**config.mk**
```make
export PLATFORM = sky130hd
export DESIGN_NAME = gpag_port
export DESIGN_NICKNAME = d
export VERILOG_FILES = /design/src/pkg/gpag_pkg.sv /design/src/gpag_port.sv
export SDC_FILE = /design/constraint.sdc
export NUM_CORES = 1
export LEC_CHECK = 0
export BUFFER_PORTS_ARGS = -buffer_cell sky130_fd_sc_hd__buf_2
export CAP_MARGIN = 20
export CORE_MARGIN = 8
export CORE_UTILIZATION = 38
export CTS_BUF_LIST = sky130_fd_sc_hd__clkbuf_4
export DETAILED_ROUTE_END_ITERATION = 16
export GPL_TIMING_DRIVEN = 0
export PLACE_DENSITY = 0.83
export SETUP_SLACK_MARGIN = 0.2
export SYNTH_ARGS = -nofsm -noshare
export SYNTH_HDL_FRONTEND = slang
export SYNTH_SLANG_ARGS = --single-unit
```
**constraint.sdc**
```tcl
create_clock -name pclk -period 1.68 [get_ports pclk]
set_input_delay 0.168 -clock pclk [delete_from_list [all_inputs] [get_ports pclk]]
set_output_delay 0.168 -clock pclk [all_outputs]
set_load 0.05 [all_outputs]
```
**src/pkg/gpag_pkg.sv**
```systemverilog
// Constants and carrier types of the eight-pin port with analog share.
// Assumes an APB master with 16-bit byte addresses and 32-bit data.
//
// What this block does
// - Eight data latch bits, untouched by reset
// - Direction bit one drives pin, zero floats
// - Reset clears all direction bits to input
// - Data read: latch if output, pin if input
// - Data write with pstrb[0] set loads latch, whatever the direction
// - Analog channel claim overrides direction and output
// - Unclaimed pins keep normal digital behaviour
// - Direction register reads back last write
`default_nettype none

package gpag_pkg;

  // ---------------------------------------------------------------
  // Register map
  // ---------------------------------------------------------------
  localparam int unsigned     GPAG_W          = 8;
  localparam int unsigned     GPAG_AW         = 16;
  // Word indices; byte address is four times the index
  localparam logic [15:0]     GPAG_DATA_IDX   = 16'h0441;
  localparam logic [15:0]     GPAG_DIR_IDX    = 16'h0445;
  localparam logic [15:0]     GPAG_DATA_ADDR  = 16'h1104;
  localparam logic [15:0]     GPAG_DIR_ADDR   = 16'h1114;
  localparam logic [7:0]      GPAG_DIR_RST    = 8'h00;
  localparam logic [31:0]     GPAG_RD_ZERO    = 32'h00000000;

  // ---------------------------------------------------------------
  // Carriers
  // ---------------------------------------------------------------
  // Pad drive toward the pin ring
  typedef struct packed {
    logic [7:0] out;
    logic [7:0] oe;
    logic [7:0] ana;
  } gpag_pad_t;

endpackage : gpag_pkg

`default_nettype wire

```
**src/gpag_port.sv**
```systemverilog
// Eight-pin parallel port whose pins may be claimed as analog inputs.
// Assumes synchronous pins, a single clock pclk and an APB master.
//
// The APB slave port was decided locally.
`default_nettype none

module gpag_port
(
  input  wire logic                  pclk,     // Bus clock
  input  wire logic                  presetn,  // Async reset, low
  input  wire logic                  ce,       // Clock enable
  input  wire logic                  psel,     // APB select
  input  wire logic                  penable,  // APB access phase
  input  wire logic                  pwrite,   // APB direction
  input  wire logic [15:0]           paddr,    // APB byte address
  input  wire logic [31:0]           pwdata,   // APB write data
  input  wire logic [3:0]            pstrb,    // APB byte strobes
  output logic                       pready,   // APB ready
  output logic                       pslverr,  // APB error
  output logic [31:0]                prdata,   // APB read data
  input  wire logic [7:0]            pin_in,   // Pin levels
  input  wire logic [7:0]            ana_claim,// Converter channel claim
  output gpag_pkg::gpag_pad_t        pad       // Pad controls
);
  import gpag_pkg::*;

  // ---------------------------------------------------------------
  // Bus decode
  // ---------------------------------------------------------------
  logic        setup;
  logic        access;
  logic        hit_data;
  logic        hit_dir;
  logic        wr_data;
  logic        wr_dir;
  logic        rd_cap;
  logic        rd_ok_q;
  logic        rd_ok_d;

  // Setup cycle prepares read data; access completes with ce
  always_comb
  begin
    setup    = psel & ~penable;
    access   = psel & penable;
    hit_data = (paddr == GPAG_DATA_ADDR);
    hit_dir  = (paddr == GPAG_DIR_ADDR);
    wr_data  = access & pwrite & ce & pstrb[0] & hit_data;
    wr_dir   = access & pwrite & ce & pstrb[0] & hit_dir;
    rd_cap   = ce & psel & ~pwrite & ~rd_ok_q;
  end

  // Writes finish at once; reads wait until their data is captured
  always_comb
  begin
    pready  = ce & (pwrite | rd_ok_q);
    pslverr = access & ~(hit_data | hit_dir);
  end

  // ---------------------------------------------------------------
  // Read handshake
  // ---------------------------------------------------------------
  // Set when prdata holds this transfer's data; a setup cycle lost to a
  // low ce defers capture into access, costing one wait state there
  always_comb
  begin
    rd_ok_d = rd_ok_q;
    if (access & pready)
    begin
      rd_ok_d = 1'b0;
    end
    else if (rd_cap)
    begin
      rd_ok_d = 1'b1;
    end
  end

  // Cleared by reset so the first read always captures
  always_ff @(posedge pclk or negedge presetn)
  begin
    if (!presetn)
    begin
      rd_ok_q <= 1'b0;
    end
    else
    begin
      rd_ok_q <= rd_ok_d;
    end
  end

  // ---------------------------------------------------------------
  // Data latch
  // ---------------------------------------------------------------
  logic [7:0] latch_q;
  logic [7:0] latch_d;

  // Write lands whatever the direction holds
  always_comb
  begin
    latch_d = latch_q;
    if (wr_data)
    begin
      latch_d = pwdata[7:0];
    end
  end

  // No reset: contents survive a system reset
  always_ff @(posedge pclk)
  begin
    latch_q <= latch_d;
  end

  // ---------------------------------------------------------------
  // Direction register
  // ---------------------------------------------------------------
  logic [7:0] dir_q;
  logic [7:0] dir_d;

  always_comb
  begin
    dir_d = dir_q;
    if (wr_dir)
    begin
      dir_d = pwdata[7:0];
    end
  end

  // Reset makes every pin an input
  always_ff @(posedge pclk or negedge presetn)
  begin
    if (!presetn)
    begin
      dir_q <= GPAG_DIR_RST;
    end
    else
    begin
      dir_q <= dir_d;
    end
  end

  // ---------------------------------------------------------------
  // Pin drive
  // ---------------------------------------------------------------
  logic [7:0] oe_bit;
  logic [7:0] rd_mux;

  // Per pin: analog claim beats direction; read picks latch or pin
  for (genvar i = 0; i < 8; i++)
  begin : g_pin
    always_comb
    begin
      oe_bit[i] = dir_q[i] & ~ana_claim[i];
      rd_mux[i] = dir_q[i] ? latch_q[i] : pin_in[i];
    end
  end

  // Output level straight from the latch flop, enable gated
  always_comb
  begin
    pad.out = latch_q;
    pad.oe  = oe_bit;
    pad.ana = ana_claim;
  end

  // ---------------------------------------------------------------
  // Read data
  // ---------------------------------------------------------------
  logic [31:0] rdata_q;
  logic [31:0] rdata_d;

  // Captured once per read, normally in setup; pin sampled there
  always_comb
  begin
    rdata_d = rdata_q;
    if (rd_cap)
    begin
      if (hit_data)
      begin
        rdata_d = {24'h000000, rd_mux};
      end
      else if (hit_dir)
      begin
        rdata_d = {24'h000000, dir_q};
      end
      else
      begin
        rdata_d = GPAG_RD_ZERO;
      end
    end
  end

  always_ff @(posedge pclk or negedge presetn)
  begin
    if (!presetn)
    begin
      rdata_q <= GPAG_RD_ZERO;
    end
    else
    begin
      rdata_q <= rdata_d;
    end
  end

  always_comb
  begin
    prdata = rdata_q;
  end
endmodule : gpag_port

`default_nettype wire

```
### Yosys cells after proc, flatten, opt, wreduce, memory -nomap -nowiden

Index checks and enable logic that the tools add are counted.

| storage, ports and cells | value |
|---|---|
| input bits | 74 |
| word-level logic and storage cells | 52 |
| register bits after elaboration | 49 |
| output and inout bits | 58 |

| operators by class | value |
|---|---|
| muxes and demuxes | 12 |
| equality and inequality tests | 2 |
| reduce and logical (&&, ||, !) cells | 1 |
| bitwise logic cells | 33 |

Operators with widths:

| cell | count |
|---|---|
| $eq 16x13->1 const B | 2 |
| $and 1x1->1 | 20 |
| $mux 8 | 2 |
| $not 1->1 | 11 |
| $mux 1 | 10 |
| $or 1x1->1 | 2 |
| $reduce_bool 2->1 | 1 |

### Logic depth before layout (Yosys ltp)

| logic depth | value |
|---|---|
| depth after elaboration | 5 |
| mapped depth | 5 |
| gate-level depth less buffers | 4 |

### Least setup slack after synthesis

Ideal clock, no wire load.

| timing | value |
|---|---|
| path type | input-to-reg |
| start point | input port paddr[0] |
| end point | register latch_q[0], enable pin |
| path slack | -0.223 ns |
| stages | 4 |
| path buffers | 1 |
| arrival time | 1.520 ns |
| library setup time | 0.383 ns |
| required time | 1.297 ns |
| cell sequence | nor4b_1 -> nand4_1 -> clkbuf_1 -> nor3_1 |

| between the ends | value |
|---|---|
| longest elaborated chain between the ends | 2 |

RTL lines:

| what | RTL line | RTL |
|---|---|---|
| start, declared | gpag_port.sv:15 | `input wire logic [15:0] paddr,` |
| $eq 16x13->1 | gpag_port.sv:45 | `hit_data = (paddr == GPAG_DATA_ADDR);` |
| $and 1x1->1 | gpag_port.sv:47 | `wr_data = access & pwrite & ce & pstrb[0] & hit_data;` |
| net wr_data | gpag_port.sv:34 | `logic wr_data;` |
| end signal, assigned | gpag_port.sv:109 | `latch_q <= latch_d;` |
| end, declared | gpag_port.sv:93 | `logic [7:0] latch_q;` |

The timed path passes the listed nets, and every way through them passes these cells.
A chain may end at the register's enable or synchronous reset.

### Worst setup path in the final report

| timing | value |
|---|---|
| start point | input port paddr[0] |
| end point | output port pslverr |

| between the ends | value |
|---|---|
| longest elaborated chain between the ends | 4 |
| elaborated cells on any way between the ends | 5 |
| those cells by class | eq/ne: 2; bitwise: 3 |

RTL lines:

| what | RTL line | RTL |
|---|---|---|
| $eq 16x13->1 (on tied branches) | gpag_port.sv:45, gpag_port.sv:46 |  |
| $or 1x1->1 (*) | gpag_port.sv:56 | `pslverr = access & ~(hit_data \| hit_dir);` |
| $not 1->1 (*) | gpag_port.sv:56 |  |
| $and 1x1->1 (*) | gpag_port.sv:56 |  |
| end, declared | gpag_port.sv:19 | `output logic pslverr,` |

Mark *: on every way between the ends. The rest lies on a longest branch, timed or not.

==> impl_metrics.csv <==
group,metric,value,unit
floorplan,io_pins,132,
setup_path,crit_top_cell,"buf_2",
grt,met2_usage,21.5,%
outcome,status,"completed",
final_layout,finalNonFillerCells,292,
place,portBuffers,80,
setup_path,critical_path.cell_chain,"buf_2 -> nor4b_2 -> nand4_1 -> clkbuf_8 -> and3_1 -> buf_2",
power,p_per_area,616,nW/um^2
cts,h-tree-depth,1,
power,total_power,1.27,mW
cts,clock_sinks,25,
cts,clockRootBuffer,"clkbuf_4",
setup_path,startpoint,"paddr[0]",
synth,synthFlopType,"dfrtp_1",
synth,ys_warn_count,0,
final_layout,drive_gt1_share,56.1,%
sta,rsz0062_at_grt,"yes",
job,drv_cap,0,
synth,yosysTopAreaCellShare,30.6,%
grt,grt_pass1_wl,5900,um
final_layout,utilization,57.6,%
floorplan,start_util,38.8,%
place,dp_cells,282,
sta,max_clock_freq,0.694,GHz
setup_path,cpPeakStageDelay,0.26,ns
floorplan,core_area,3580,sq um
synth,synth_seq_cells,25,
setup_path,rr_worst_depth,4,
setup_path,crit_type,"in2out",
sta,holdWs,0.0428,ns
detailed_routing,via_count,1225,
synth,async_flop_share,68.0,%
sta,timing.final.max_slew_violations,0,
final_layout,syn_to_final_growth,48.3,%
cts,insertion_delay,0.30,ns
detailed_routing,drcViolationCount,0,
synth,yosysSeqAreaShare,47.9,%
grt,grt.total_usage,12.2,%
floorplan,die_y,76.5,um
cts,cts_made_buffers,3,
hold_path,worstHoldEndpoint,"latch_q[6]",
synth,synth_cell_types,24,
synth,avgSynthCellArea,10.6,sq um
sta,finalSetupViolations,0,
sta,post-route-min-period,1.44,ns
detailed_routing,wl,3840,um
hold_path,worstHoldPathCells,1,
setup_path,path_max_fanout,10,
synth,syn_inst,131,
sta,fin_crit_sh,85.8,%
sta,slew_headroom,62.9,%
setup_path,cp-start-kind,"input pin",
final_layout,fill_cells,344,
grt,grt_max_degree,18,
cts,clkTransAtPathRegs,0.12,ns
setup_path,r2r-end,"prdata[6]",
place,dpl-instance-area,1950,sq um
floorplan,die_x,76.5,um
grt,use_met1,12.2,%
setup_path,reg2reg_slack,0.38,ns
place,dp_hpwl,3100,um
setup_path,required,1.51,ns
setup_path,r2r-start,"rd_ok_q",
hold_path,hold_class,"in2reg",
detailed_routing,drtAntennaViolNets,0,
setup_path,critPathArrivalTime,1.27,ns
synth,yosysTopAreaCell,"dfrtp_1",
place,place.gp.congestion,0.704,
final_layout,final_area,2060,sq um
synth,yosys-top-cells-area,"dfrtp_1 31%, buf_4 17%, edfxtp_1 17%, mux2_2 6.5%, nor2b_1 4.1%",
grt,grt-busiest-layer,"met2",
final_layout,nNetsFinal,319,
grt,use_met3,6.72,%
sta,finClkSkew,0.00187,ns
detailed_routing,wl_per_cell,13.1,um
final_layout,num_antenna_cells,0,
cts,clockBufferDepth,2,
sta,final_hold_viol_count,0,
power,vdd_drop_max,0.308,mV
cts,cts_tree,"yes",
setup_path,slowest_stage,"nor4b_2",
synth,mappedNetlistArea,1390,sq um
hold_path,hold_path_startpoint,"pwdata[6]",
detailed_routing,drtIter0Drc,20,
grt,grt_pass1_vias,1237,
detailed_routing,firstDrtPassIters,4,
synth,synth_commonest_cells,"32 x buf_4, 17 x dfrtp_1, 9 x nor2b_1",
grt,grt-ovfl-total,0,
synth,synth-edff-count,8,
sta,tightest_slew,0.556,ns
setup_path,endpoint_kind,"primary output",
power,power.static_leakage,1.15,nW
floorplan,rows,22,
detailed_routing,vias_per_cell,4.20,
floorplan,die-area,5850,sq um
synth,synth.most_common_cell,"buf_4",
grt,antenna_found_initial,0,
==> what timing repair did <==
| item | in CTS | in global routing |
|---|---|---|
| endpoints found under the hold margin | 17 | 0 |
| buffers inserted | 3 | 2 |
| setup endpoints to repair | 17 | 2 |
| hold buffers | 1 | 0 |
| gates resized for setup | 4 | 4 |
| pin swaps | 2 | 1 |
==> cell usage in the layout (no fill, tap or decap), drive strengths merged, types with 6 or more instances in the layout <==
master and n:
buf 118, clkbuf 6, conb 24, dfrtp 17, edfxtp 8, inv 8, mux2 8, nand2 7
nor2b 9, o21ai 7, o31a 6, o31ai 6
==> routing by layer <==
metal / routed length, um / share of wire [%]
met4: 7 / 0.18
met5: 0 / 0
met2: 1920 / 50
met1: 1400 / 36
met3: 505 / 13
==> layout make-up <==
type / instances / area (sq um) / area share, %
Inverter: 8 / 30.0 / 1.46
Buffer: 35 / 263 / 12.8
Sequential cell: 25 / 666 / 32.3
Clock buffer: 4 / 30.0 / 1.46
Timing Repair Buffer: 86 / 448 / 21.7
Tap cell: 48 / 60.1 / 2.92
Multi-Input combinational cell: 86 / 563 / 27.3
==> metrics by stage <==
stage	TNS [ns]	setup slack, ns
global placement	-2.37	-0.189
floorplan	0	0.212
CTS	0	0.184
detailed placement	-2.49	-0.195
finish	0	0.238
global route	0	0.194
==> worst max-delay path by stage <==
stage	to	slack, ns	cells past startpoint
2_1_floorplan	latch_q[0]	0.21	4
3_3_place_gp	latch_q[2]	-0.19	5
3_5_place_dp	latch_q[2]	-0.20	5
4_1_cts	pslverr	0.18	6
5_1_grt	pslverr	0.19	6
6_report	pslverr	0.24	6
==> state kept, by name, summed over array words and instances, names as in the netlist <==
signal,count
dir_q,8
latch_q,8
prdata,8
rd_ok_q,1
==> where the power goes <==
| group | switching [mW] | leakage (nW) | internal (mW) | total (mW) |
|---|---|---|---|---|
| combinational | 0.242 | 0.822 | 0.119 | 0.361 |
| clock | 0.160 | 0.0184 | 0.109 | 0.269 |
| sequential | 0.00442 | 0.308 | 0.634 | 0.638 |
==> critical path, delay by kind of cell <==
family	cells	cell delay, ns
AND/OR/NAND/NOR	3	0.60
buffers and inverters	3	0.50
==> cells by family after synthesis <==
family          share of synthesized area (%)
flops                                    47.9
simple gates                             13.6
compound gates                           11.4
buf+inv                                  20.3
mux                                      6.49
other cells                             0.270
(Power assumes the default switching activity.)
